**src/inc/ssp_cfg.svh**
```systemverilog
// Purpose: Constants of the safe-state passivation controller.
// Assumes: One 250 MHz clock; APB register access with 32-bit data.
// Notes:   Offsets are byte addresses; every timing count derives from these times.
//
// Summary of operation
// - Logic zero, de-energized, is the only safe value of every channel.
// - After startup all channels stay passivated until normal operation begins.
// - A module-wide fault passivates every channel of the module.
// - A channel diagnostic fault passivates only that channel and, when paired, its partner.
// - A safety message timeout or communication error passivates all channels.
// - A passivated input reports zero instead of its sensed value.
// - A passivated output drives zero regardless of the commanded value.
// - Outputs are zero while stopped; no energized default exists.
// - No fault memory survives a power cycle; faults are detected anew.
// - Single inputs passivate alone; paired inputs passivate together.
// - Solid-state outputs check high and low switches; either failure passivates.
// - Relay outputs check both relays; either failure passivates the channel.
// - Reintegration is automatic or manual per channel or per module.
// - Communication passivation always needs a manual acknowledge.
// - Automatic channels reintegrate at once when their fault clears.
// - Request flag is high while a manual channel is ready to reintegrate.
// - Acknowledge is honoured only while the request flag is high.
// - The group-wide acknowledge input acts like the module acknowledge.
// - Fatal faults refuse acknowledge; only power cycle recovers.
// - On reintegration inputs report sensed values, outputs follow commands.
// - Channel passivation lasting 100 hours passivates the module until power cycle.
// - Deactivated channels get no diagnostics and raise no faults.
// - Channel acknowledge mode defaults to manual.
`ifndef SSP_CFG_SVH
`define SSP_CFG_SVH

// Channel counts.
`define SSP_NDI 8
`define SSP_NDQ 4
`define SSP_NCH 12
`define SSP_NPR 4
`define SSP_PIN_W 29

// Register byte offsets.
`define SSP_CTRL_OFS 8'h00
`define SSP_EN_OFS 8'h04
`define SSP_AUTO_OFS 8'h08
`define SSP_PAIR_OFS 8'h0C
`define SSP_CMD_OFS 8'h10
`define SSP_STAT_OFS 8'h14
`define SSP_PASV_OFS 8'h18
`define SSP_DI_OFS 8'h1C

// Control register fields.
`define SSP_CTRL_RUN 0
`define SSP_CTRL_ACK 1
`define SSP_CTRL_MAUTO 2

// Reset values.
`define SSP_EN_RST 12'hFFF
`define SSP_AUTO_RST 12'h000
`define SSP_PAIR_RST 4'h0

// Timing.
`define SSP_CLK_NS 4
`define SSP_TICK_NS 1000000
`define SSP_HOLD_H 100
`define SSP_MS_PER_H 3600000
`define SSP_DIV_W 18
`define SSP_HOLD_W 29

`endif

```
**src/inc/ssp_pkg.sv**
```systemverilog
// Purpose: Types of the safe-state passivation controller.
// Assumes: ssp_cfg.svh holds the widths.
// Notes:   All state of each module is one packed struct.
`include "ssp_cfg.svh"
`default_nettype none
package ssp_pkg;

  // Operating mode; start and run differ in one bit, run and stop in one.
  typedef enum logic [1:0] {
    SSP_START = 2'h0,
    SSP_RUN = 2'h1,
    SSP_STOP = 2'h3
  } ssp_mode_e;

  // Controller state.
  typedef struct packed {
    logic [`SSP_PIN_W-1:0] s1;
    logic [`SSP_PIN_W-1:0] s2;
    logic gack_d;
    ssp_mode_e st;
    logic run;
    logic mauto;
    logic [`SSP_NCH-1:0] en;
    logic [`SSP_NCH-1:0] auto;
    logic [`SSP_NPR-1:0] pair;
    logic [`SSP_NDQ-1:0] cmd;
    logic [`SSP_NCH-1:0] pas;
    logic mod_pas;
    logic comm_lat;
    logic fatal_lat;
    logic life_lat;
    logic [`SSP_DIV_W-1:0] div;
    logic [`SSP_NDI-1:0] di_rep;
    logic [`SSP_NDQ-1:0] dq;
    logic [31:0] prdata;
  } ssp_state_s;

  // Persistence timer state.
  typedef struct packed {
    logic [`SSP_HOLD_W-1:0] cnt;
    logic done;
  } ssp_tmr_s;

endpackage : ssp_pkg
`default_nettype wire

```
**src/ssp_persist_timer.sv**
```systemverilog
// Purpose: Measures how long one channel stays passivated.
// Assumes: tick is a one-cycle enable from the millisecond divider.
// Notes:   expired stays high until the channel leaves passivation.
`include "ssp_cfg.svh"
`default_nettype none
module ssp_persist_timer #(
  parameter int unsigned HOLD_TICKS = `SSP_HOLD_H * `SSP_MS_PER_H
) (
  // Clock and reset.
  input wire logic pclk,
  input wire logic presetn,
  // Time base and channel state.
  input wire logic tick,
  input wire logic active,
  // Result.
  output logic expired
);

  ssp_pkg::ssp_tmr_s t_r;
  ssp_pkg::ssp_tmr_s t_nxt;

  // Count ticks while passivated; any gap restarts from zero.
  always_comb begin
    t_nxt = t_r;
    if (!active) begin
      t_nxt.cnt = '0;
      t_nxt.done = 1'b0;
    end else if (tick && !t_r.done) begin
      t_nxt.cnt = t_r.cnt + `SSP_HOLD_W'(1);
      if (t_r.cnt == `SSP_HOLD_W'(HOLD_TICKS - 1)) begin
        t_nxt.done = 1'b1;
      end
    end
  end

  // State register.
  always_ff @(posedge pclk or negedge presetn) begin
    if (!presetn) begin
      t_r <= '0;
    end else begin
      t_r <= t_nxt;
    end
  end

  assign expired = t_r.done;

endmodule : ssp_persist_timer
`default_nettype wire

```
**src/ssp_ctrl.sv**
```systemverilog
// Purpose: Passivation and reintegration controller of a fail-safe I/O module.
// Assumes: Diagnostic results arrive as fault pins; all pins but the APB bus are asynchronous.
// Notes:   Channels 0..7 are inputs, 8..11 are outputs in the channel vectors.
`include "ssp_cfg.svh"
`default_nettype none
module ssp_ctrl #(
  parameter int unsigned TICK_CYCLES = `SSP_TICK_NS / `SSP_CLK_NS,
  parameter int unsigned HOLD_TICKS = `SSP_HOLD_H * `SSP_MS_PER_H
) (
  // Clock and reset.
  input wire logic pclk,
  input wire logic presetn,
  // APB slave.
  input wire logic psel,
  input wire logic penable,
  input wire logic pwrite,
  input wire logic [7:0] paddr,
  input wire logic [31:0] pwdata,
  output logic [31:0] prdata,
  output logic pready,
  output logic pslverr,
  // Sensed inputs and their diagnostics.
  input wire logic [`SSP_NDI-1:0] di_raw,
  input wire logic [`SSP_NDI-1:0] di_fault,
  // Output switch or relay diagnostics, first and second element.
  input wire logic [`SSP_NDQ-1:0] dq_fault_a,
  input wire logic [`SSP_NDQ-1:0] dq_fault_b,
  // Module and communication faults; group-wide acknowledge.
  input wire logic module_fault,
  input wire logic fatal_fault,
  input wire logic comm_timeout,
  input wire logic comm_error,
  input wire logic group_wide_ack_input,
  // Process side.
  output logic [`SSP_NDI-1:0] di_report,
  output logic [`SSP_NDQ-1:0] dq_out,
  // Status.
  output logic ack_req,
  output logic module_passivated
);

  // ****************************************************************
  // State and synchronised pins
  // ****************************************************************

  ssp_pkg::ssp_state_s s_r;
  ssp_pkg::ssp_state_s s_nxt;

  logic [`SSP_NDI-1:0] di_v;
  logic [`SSP_NDI-1:0] di_f;
  logic [`SSP_NDQ-1:0] fa;
  logic [`SSP_NDQ-1:0] fb;
  logic modf;
  logic fatal;
  logic comm;
  logic g_ack;

  // Only the second flip-flop of each synchroniser is read.
  assign di_v = s_r.s2[7:0];
  assign di_f = s_r.s2[15:8];
  assign fa = s_r.s2[19:16];
  assign fb = s_r.s2[23:20];
  assign modf = s_r.s2[24];
  assign fatal = s_r.s2[25];
  assign comm = s_r.s2[26] | s_r.s2[27];
  assign g_ack = s_r.s2[28];

  // ****************************************************************
  // Channel fault evaluation
  // ****************************************************************

  logic [`SSP_NDI-1:0] di_m;
  logic [`SSP_NDI-1:0] di_swp;
  logic [`SSP_NDI-1:0] pair_m;
  logic [`SSP_NCH-1:0] flt;

  // Deactivated channels are masked before anything sees their faults.
  assign di_m = di_f & s_r.en[7:0];
  assign di_swp = {di_m[6], di_m[7], di_m[4], di_m[5], di_m[2], di_m[3], di_m[0], di_m[1]};
  assign pair_m = {{2{s_r.pair[3]}}, {2{s_r.pair[2]}}, {2{s_r.pair[1]}}, {2{s_r.pair[0]}}};
  // A paired input also takes its partner's fault; a lone one only its own.
  assign flt[7:0] = di_m | (di_swp & pair_m);
  // Either switch or either relay failing passivates the output channel.
  assign flt[11:8] = (fa | fb) & s_r.en[11:8];

  // ****************************************************************
  // Reintegration handshake
  // ****************************************************************

  logic [`SSP_NCH-1:0] rdy;
  logic mod_clear;
  logic mod_rdy;
  logic wr;
  logic ack_w;
  logic g_edge;
  logic ack;

  // A manual channel whose fault has gone waits for acknowledge.
  assign rdy = s_r.pas & ~flt & ~s_r.auto;
  // Fatal and long-passivation latches keep the module from ever clearing.
  assign mod_clear = ~modf & ~comm & ~s_r.fatal_lat & ~s_r.life_lat;
  // Communication passivation needs acknowledge even in automatic mode.
  assign mod_rdy = s_r.mod_pas & mod_clear & (s_r.comm_lat | ~s_r.mauto);
  assign ack_req = (|rdy) | mod_rdy;
  assign wr = psel & penable & pwrite;
  assign ack_w = wr & (paddr == `SSP_CTRL_OFS) & pwdata[`SSP_CTRL_ACK];
  assign g_edge = g_ack & ~s_r.gack_d;
  // Acknowledge outside a pending request is ignored.
  assign ack = (ack_w | g_edge) & ack_req;

  // ****************************************************************
  // Passivation summary and time base
  // ****************************************************************

  logic [`SSP_NCH-1:0] eff;
  logic [`SSP_NCH-1:0] expire;
  logic tick;
  logic mod_set;

  // Startup and module passivation cover every channel.
  assign eff = s_r.pas | {`SSP_NCH{s_r.mod_pas | (s_r.st == ssp_pkg::SSP_START)}};
  assign tick = (s_r.div == `SSP_DIV_W'(TICK_CYCLES - 1));
  assign mod_set = modf | comm | fatal | s_r.fatal_lat | s_r.life_lat | (|expire);
  assign module_passivated = s_r.mod_pas;

  // One timer per channel; any expiry escalates to the whole module.
  for (genvar i = 0; i < `SSP_NCH; i++) begin : g_tmr
    ssp_persist_timer #(
      .HOLD_TICKS(HOLD_TICKS)
    ) u_tmr (
      .pclk(pclk),
      .presetn(presetn),
      .tick(tick),
      .active(s_r.pas[i]),
      .expired(expire[i])
    );
  end

  // ****************************************************************
  // Next-state logic
  // ****************************************************************

  // Bus, handshake, passivation and output values in one place.
  always_comb begin
    s_nxt = s_r;
    s_nxt.s1 = {group_wide_ack_input, comm_error, comm_timeout, fatal_fault, module_fault,
                dq_fault_b, dq_fault_a, di_fault, di_raw};
    s_nxt.s2 = s_r.s1;
    s_nxt.gack_d = g_ack;
    s_nxt.div = tick ? '0 : s_r.div + `SSP_DIV_W'(1);

    // Software register writes.
    if (wr) begin
      unique case (paddr)
        `SSP_CTRL_OFS: begin
          s_nxt.run = pwdata[`SSP_CTRL_RUN];
          s_nxt.mauto = pwdata[`SSP_CTRL_MAUTO];
        end
        `SSP_EN_OFS: s_nxt.en = pwdata[`SSP_NCH-1:0];
        `SSP_AUTO_OFS: s_nxt.auto = pwdata[`SSP_NCH-1:0];
        `SSP_PAIR_OFS: s_nxt.pair = pwdata[`SSP_NPR-1:0];
        `SSP_CMD_OFS: s_nxt.cmd = pwdata[`SSP_NDQ-1:0];
        default: s_nxt.cmd = s_r.cmd;
      endcase
    end

    // Read data is captured in the setup phase and stands through access.
    if (psel && !penable) begin
      unique case (paddr)
        `SSP_CTRL_OFS: s_nxt.prdata = {29'h0, s_r.mauto, 1'b0, s_r.run};
        `SSP_EN_OFS: s_nxt.prdata = {20'h0, s_r.en};
        `SSP_AUTO_OFS: s_nxt.prdata = {20'h0, s_r.auto};
        `SSP_PAIR_OFS: s_nxt.prdata = {28'h0, s_r.pair};
        `SSP_CMD_OFS: s_nxt.prdata = {28'h0, s_r.cmd};
        `SSP_STAT_OFS: s_nxt.prdata = {25'h0, s_r.life_lat, s_r.fatal_lat, s_r.comm_lat,
                                       s_r.mod_pas, ack_req, s_r.st};
        `SSP_PASV_OFS: s_nxt.prdata = {20'h0, eff};
        `SSP_DI_OFS: s_nxt.prdata = {24'h0, s_r.di_rep};
        default: s_nxt.prdata = 32'h0;
      endcase
    end

    // Operating mode; nothing runs before software declares operation.
    unique case (s_r.st)
      ssp_pkg::SSP_START: if (s_r.run) s_nxt.st = ssp_pkg::SSP_RUN;
      ssp_pkg::SSP_RUN: if (!s_r.run) s_nxt.st = ssp_pkg::SSP_STOP;
      ssp_pkg::SSP_STOP: if (s_r.run) s_nxt.st = ssp_pkg::SSP_RUN;
      default: s_nxt.st = ssp_pkg::SSP_START;
    endcase

    // Channel passivation: a present fault always wins over a release.
    s_nxt.pas = ((s_r.pas & ~(s_r.auto & ~flt) & ~({`SSP_NCH{ack}} & rdy)) | flt)
                & s_r.en;

    // Module latches; a new event in the acknowledge cycle is kept.
    s_nxt.comm_lat = (s_r.comm_lat & ~(ack & mod_rdy)) | comm;
    s_nxt.fatal_lat = s_r.fatal_lat | fatal;
    s_nxt.life_lat = s_r.life_lat | (|expire);
    s_nxt.mod_pas = mod_set | (s_r.mod_pas & ~(mod_clear & ((s_r.mauto & ~s_r.comm_lat)
                    | (ack & mod_rdy))));

    // Safe value is zero; outputs also need the running mode.
    s_nxt.di_rep = di_v & ~eff[7:0];
    s_nxt.dq = s_r.cmd & ~eff[11:8] & {`SSP_NDQ{s_r.st == ssp_pkg::SSP_RUN}};
  end

  // ****************************************************************
  // State register
  // ****************************************************************

  // Reset clears every fault memory, so faults must be seen again.
  always_ff @(posedge pclk or negedge presetn) begin
    if (!presetn) begin
      s_r <= '0;
      s_r.en <= `SSP_EN_RST;
      s_r.auto <= `SSP_AUTO_RST;
      s_r.pair <= `SSP_PAIR_RST;
    end else begin
      s_r <= s_nxt;
    end
  end

  // Zero-wait slave; unmapped addresses answer with an error.
  assign pready = 1'b1;
  assign pslverr = psel & penable & (paddr > `SSP_DI_OFS | paddr[1:0] != 2'b00);
  assign prdata = s_r.prdata;
  assign di_report = s_r.di_rep;
  assign dq_out = s_r.dq;
endmodule : ssp_ctrl
`default_nettype wire

```
**config.mk**
```make
export PLATFORM = sky130hd
export DESIGN_NAME = ssp_ctrl
export DESIGN_NICKNAME = d
export VERILOG_FILES = /design/src/inc/ssp_pkg.sv /design/src/ssp_persist_timer.sv /design/src/ssp_ctrl.sv
export VERILOG_INCLUDE_DIRS = /design/src /design/src/inc
export SDC_FILE = /design/constraint.sdc
export NUM_CORES = 1
export LEC_CHECK = 0
export BUFFER_PORTS_ARGS = -buffer_cell sky130_fd_sc_hd__buf_2
export CORE_ASPECT_RATIO = 1.25
export CORE_MARGIN = 1.5
export CORE_UTILIZATION = 29
export CTS_BUF_LIST = sky130_fd_sc_hd__clkbuf_16
export DETAILED_ROUTE_END_ITERATION = 8
export HOLD_SLACK_MARGIN = 0.15
export PLACE_DENSITY = 0.45
export RECOVER_POWER = 50
export SLEW_MARGIN = 10
export SYNTH_ARGS = -nofsm -noshare
export SYNTH_HDL_FRONTEND = slang
export SYNTH_SLANG_ARGS = --single-unit
```
**constraint.sdc**
```tcl
create_clock -name pclk -period 5.4 [get_ports pclk]
set_input_delay 1.08 -clock pclk [delete_from_list [all_inputs] [get_ports pclk]]
set_output_delay 1.08 -clock pclk [all_outputs]
set_load 0.05 [all_outputs]
```
==> Yosys cells after proc, flatten, opt, wreduce, memory -nomap -nowiden <==
Index checks and enable logic that the tools add are counted.
{ "classes": {"addsub": 13, "n_lt_le_gt_ge": 1, "n_eq_ne": 48, "muxes": 41, "n_bitwise": 65, "n_reduce_logical": 50} }
{ "ops": {"columns": ["cell", "count"], "rows": [
  ["two-way mux 30 bit", 24],
  ["adder 29 x 1 -> 29 bit, second input constant", 12],
  ["== test 29 bit, second input constant", 12],
  ["case mux 12 bit (8 select lines)", 1],
  ["bitwise AND 12 bit", 7],
  ["inequality test 2 x 1 -> 1 bit, second input constant", 25],
  ["NOT 12 bit", 4],
  ["AND reduction 2 bit", 18],
  ["== test 8 x 5 -> 1 bit, second input constant", 4],
  ["bitwise AND 8 bit", 3],
  ["OR 12 bit", 2],
  ["OR reduction 12 bit", 2],
  ["adder 18 x 1 -> 18 bit, second input constant", 1],
  ["== test 18 bit, second input constant", 1],
  ["two-way mux 18 bit", 1],
  ["bitwise AND 1 bit", 17],
  ["== test 8 x 4 -> 1 bit, second input constant", 2],
  ["OR 1 bit", 16],
  ["logical AND 1 bit", 13],
  ["zero test 1 bit", 13],
  ["bitwise AND 4 bit", 3],
  ["two-way mux 1 bit", 12],
  ["NOT 1 bit", 9],
  ["== test 8 x 3 -> 1 bit, second input constant", 1],
  ["14 further kinds", 15]
]} }
{ "totals": {"reg_bits": 533, "elab_cells": 261} }

==> Longest topological paths before layout <==
{ "depth": {"depth_word": 15, "depth_mapped": 10, "ltp_nobuf": 7} }

==> Hierarchy <==
A second synthesis with hierarchy kept.
{ "hier_totals": {"hier_cells": 2656, "hier_area_um2": 27496.4} }
{ "by_module_without_submodules": {"columns": ["mod", "instances", "cells_each", "area_per_inst_um2", "seq_area_each_um2"], "rows": [
  ["ssp_persist_timer", 12, 177, 1750.4, 750.7],
  ["ssp_ctrl", 1, 532, 6491.2, 3843.7]
]} }

==> Worst setup path before layout <==
OpenSTA, ideal clock, no wires.
{ "synth_path": {"path_kind": "input -> output", "from": "input port paddr[6]", "to": "output port pslverr", "t_arrival_ns": 1.992, "t_required_ns": 4.320, "path_slack_ns": 2.328, "stages": 2, "path_buffers": 0, "path_cell_list": "or3_1 -> o311a_1"} }
{ "synth_via": {"elab_chain_cells": 3} }
{ "synth_lines": {"columns": ["element", "line_no", "text"], "rows": [
  ["from (decl)", "ssp_ctrl.sv:17", "input wire logic [7:0] paddr,"],
  ["> comparator 8 x 5 -> 1 bit (no source line)", null, null],
  ["OR 1 bit", "ssp_ctrl.sv:225", "assign pslverr = psel & penable & (paddr > `SSP_DI_OFS | paddr[1:0] != 2'b00);"],
  ["bitwise AND 1 bit", "ssp_ctrl.sv:225", null],
  ["to (decl)", "ssp_ctrl.sv:21", "output logic pslverr,"]
]} }
Every way passes these cells.

==> Worst setup path after layout <==
{ "layout_path": {"from": "register s_r[72] (netlist bit)", "to": "output port ack_req"} }
{ "layout_via": {"elab_chain_cells": 4} }
{ "layout_lines": {"columns": ["element", "line_no", "text"], "rows": [
  ["from (decl)", "ssp_ctrl.sv:46", "ssp_pkg::ssp_state_s s_r;"],
  ["from (signal assigned)", "ssp_ctrl.sv:219", "s_r <= s_nxt;"],
  ["bitwise AND 12 bit (2 in a row)", "ssp_ctrl.sv:99", "assign rdy = s_r.pas & ~flt & ~s_r.auto;"],
  ["OR reduction 12 bit", "ssp_ctrl.sv:104", "assign ack_req = (|rdy) | mod_rdy;"],
  ["OR 1 bit", "ssp_ctrl.sv:104", null],
  ["to (decl)", "ssp_ctrl.sv:38", "output logic ack_req,"]
]} }
Every way passes these cells.

==> insert_results.sql <==
INSERT INTO impl_metrics (metric_group, metric, value, unit) VALUES
('grt', 'grt_max_degree', '103', ''),
('worst_setup_path', 'worst_ep_required_time', '4.32', 'ns'),
('worst_setup_path', 'critPathMaxFanout', '31', ''),
('detailed_routing', 'antenna_violating_nets_post_route', '0', ''),
('clock_tree', 'cts_resized', '0', ''),
('detailed_routing', 'top_signal_layer_used', 'met4', ''),
('detailed_routing', 'route.layer.met1.wl', '31.5', 'mm'),
('synthesis', 'sequential_area_share_after_synthesis', '49.2', '%'),
('timing', 'max_clock_freq', '245', 'MHz'),
('min_path', 'worst_hold_path_depth', '0', ''),
('synthesis', 'synthDominantAreaCellType', 'dfrtp_1', ''),
('clock_tree', 'cts_post_setup_buffers_inserted', '0', ''),
('power_and_ir_drop', 'power.leakage', '10.7', 'nW'),
('floorplan', 'floorplan.initialDensity', '29.4', '%'),
('timing', 'headroom_to_the_max_slew_limit', '-90.4', '%'),
('synthesis', 'netlist_instances', '2731', ''),
('grt', 'grt_pass1_wl', '117', 'mm'),
('clock_tree', 'clkTransAtPathRegs', '0.06', 'ns'),
('clock_tree', 'cts.path.max_buffers', '3', ''),
('synthesis', 'synth.area.top_cells', 'dfrtp_1, a21oi_1, or4_1', ''),
('timing', 'setup_viol', '0', ''),
('run_status', 'status', 'finished, violations left', ''),
('floorplan', 'floorplan.core_area', '89000', 'sq um'),
('timing', 'post-route-period-util', '75.6', '%'),
('worst_setup_path', 'critPathLaunchType', 'flop', ''),
('floorplan', 'die_x', '272', 'um'),
('synthesis', 'edff_count_synth', '0', ''),
('detailed_routing', 'drtIter0Drc', '1466', ''),
('synthesis', 'yosys-top-cells-count', 'dfrtp_1, a21oi_1, nand2_1, or4_1, nand3_1', ''),
('clock_tree', 'cts_root_buffer', 'clkbuf_16', ''),
('synthesis', 'yosysUniqueCellTypes', '66', ''),
('min_path', 'timing.hold.worst.class', 'reg -> reg', ''),
('synthesis', 'synth_warnings', '0', ''),
('timing', 'final-max-slew-violation-count', '99', ''),
('detailed_routing', 'met2WireLength', '35.6', 'mm'),
('detailed_routing', 'route.detailed.wl_per_inst', '18.1', 'um'),
('grt', 'grt_residual_overflow', '0', ''),
('timing', 'finalCriticalPeriod', '4.08', 'ns'),
('placement', 'dp.cells', '3853', ''),
('timing', 'worst_max_slew_pin_slew', '2.86', 'ns'),
('synthesis', 'synth_flop_cell', 'dfrtp_1', ''),
('worst_setup_path', 'crit_arrival', '3.00', 'ns'),
('worst_setup_path', 'critPathCaptureType', 'output port', ''),
('layout', 'layout-drive-gt1-share', '10.1', '%'),
('grt', 'antenna_violations_before_repair', '1', ''),
('flow_run', 'timing.max_cap.violations', '1', ''),
('clock_tree', 'cts.sinks', '513', ''),
('timing', 'fin_skew', '0.0268', 'ns'),
('grt', 'grt_util_all_layers', '15.4', '%'),
('floorplan', 'die_area', '92000', 'sq um'),
('detailed_routing', 'dr.pass1.iters', '6', ''),
('detailed_routing', 'via_count', '21600', ''),
('synthesis', 'synthArstFlopShare', '100', '%'),
('synthesis', 'avgSynthCellArea', '9.57', 'sq um'),
('timing', 'finalHoldViolations', '0', ''),
('clock_tree', 'clock_insertion_delay_worst_skew', '0.64', 'ns'),
('worst_setup_path', 'worst-setup-path-type', 'reg -> out', ''),
('detailed_routing', 'wirelength', '71.7', 'mm'),
('power_and_ir_drop', 'irDropWorstVdd', '0.248', 'mV'),
('clock_tree', 'cts-buffers-inserted', '55', ''),
('layout', 'layout-area-overhead-vs-synth', '13.2', '%'),
('timing', 'setup_repair_after_global_routing_missed_its_margin', 'false', ''),
('placement', 'gp_congestion', '0.822', ''),
('placement', 'place.port_buffers', '80', ''),
('run_status', 'failed_checks', 'capacitance limit, slew limit', ''),
('synthesis', 'synth.most_common_cell', 'dfrtp_1', ''),
('synthesis', 'synth_top_area_share', '47.9', '%'),
('layout', 'layoutNonFillerInstCount', '3958', ''),
('detailed_routing', 'route.detailed.vias_per_inst', '5.46', ''),
('clock_tree', 'tritoncts', 'yes', ''),
('clock_tree', 'h-tree-depth', '2', '');
[layer usage]
layer	vias to the layer above	GRT usage, %
li1	10300	-
met1	10800	19.6
met2	406	26.6
met3	103	1.96
met4	0	5.17
met5	-	0
[cell usage in the layout, fill, tap and decap left out, types with 22 or more instances in the layout]
cell type and count:
a21oi_1 262, nor2_1 124, nor4_1 53, inv_1 74
nor3_1 47, nand3_1 151, nor4b_1 23, mux2_2 36
or4_1 153, nand2_1 186, dfrtp_1 501, xnor2_1 46
nand4_1 110, clkbuf_16 56, o21ai_0 131, buf_2 76
and4_1 34, buf_4 22, xor2_1 29, o31ai_1 142
or3_1 115, and3_1 49
[final timing paths]
check                           slack (ns)        from                      to
worst min-delay path                  0.35  s_nxt[119]                 di_v[4]
min in group asynchronous             1.36     presetn  g_tmr[3].u_tmr.t_r[22]
max in group asynchronous             1.85     presetn  g_tmr[6].u_tmr.t_r[10]
worst max register to register        1.84     s_r[44]  g_tmr[2].u_tmr.t_r[16]
worst min register to register        0.35  s_nxt[119]                 di_v[4]
worst max-delay path                  1.32     s_r[72]                 ack_req
[where the power goes]
part / leakage [nW] / switching (mW) / internal [mW] / total [mW]
combinational: 2.72 / 0.166 / 0.0425 / 0.208
sequential: 6.95 / 0.0199 / 3.88 / 3.90
clock: 1.04 / 1.70 / 2.75 / 4.45
total: 10.7 / 1.88 / 6.67 / 8.55
[cells by family (layout without fill, tap and decap cells)]
group                      Yosys count  after routing  share of synthesized area (%)
AOI/OAI and AO/OA                  644            644                           15.0
xor gates and xnor gates            75             75                           2.51
adders and majority gates           16             16                          0.766
buffers and inverters              260            289                           4.52
DFF                                513            513                           49.2
muxes                               56             56                           2.32
other                                2             22                         0.0287
and+or+nand+nor                   1165           1165                           25.7
[state kept, by name, indices dropped and copies added (netlist names), 4 cells and up]
name,count
di_report,8
di_v,8
fb,4
pair_m,4
dq_out,4
g_tmr.u_tmr.t_r,348
di_f,8
fa,4
prdata,12
s_r,68
s_nxt,29
g_tmr.u_tmr.expired,12
[worst max-delay path, stage by stage (launching register included)]
cell	delay, ns
dfrtp_1	0.48
inv_1	0.09
buf_4	0.35
nor3_1	0.12
a2111oi_0	0.76
nand3_1	0.26
buf_2	0.29
[stage by stage]
| stage | worst slack, ns | cell area (sq um) |
|---|---|---|
| floorplan | 2.33 | 26200 |
| detailed placement | 1.82 | 27500 |
| finish | 1.32 | 29600 |
| global placement | 1.80 | 27500 |
| global route | 1.17 | 29600 |
| CTS | 1.14 | 29600 |
[final cells by class]
cell class / count / area (sq um)
Antenna cell: 1 / 2.50
Clock buffer: 56 / 1400
Clock inverter: 48 / 713
Fill cell: 9106 / 59400
Inverter: 76 / 285
Multi-Input combinational cell: 1977 / 12200
Sequential cell: 513 / 12900
Tap cell: 1178 / 1470
Timing Repair Buffer: 109 / 653
No activity file was read; power rests on OpenSTA's default activity.
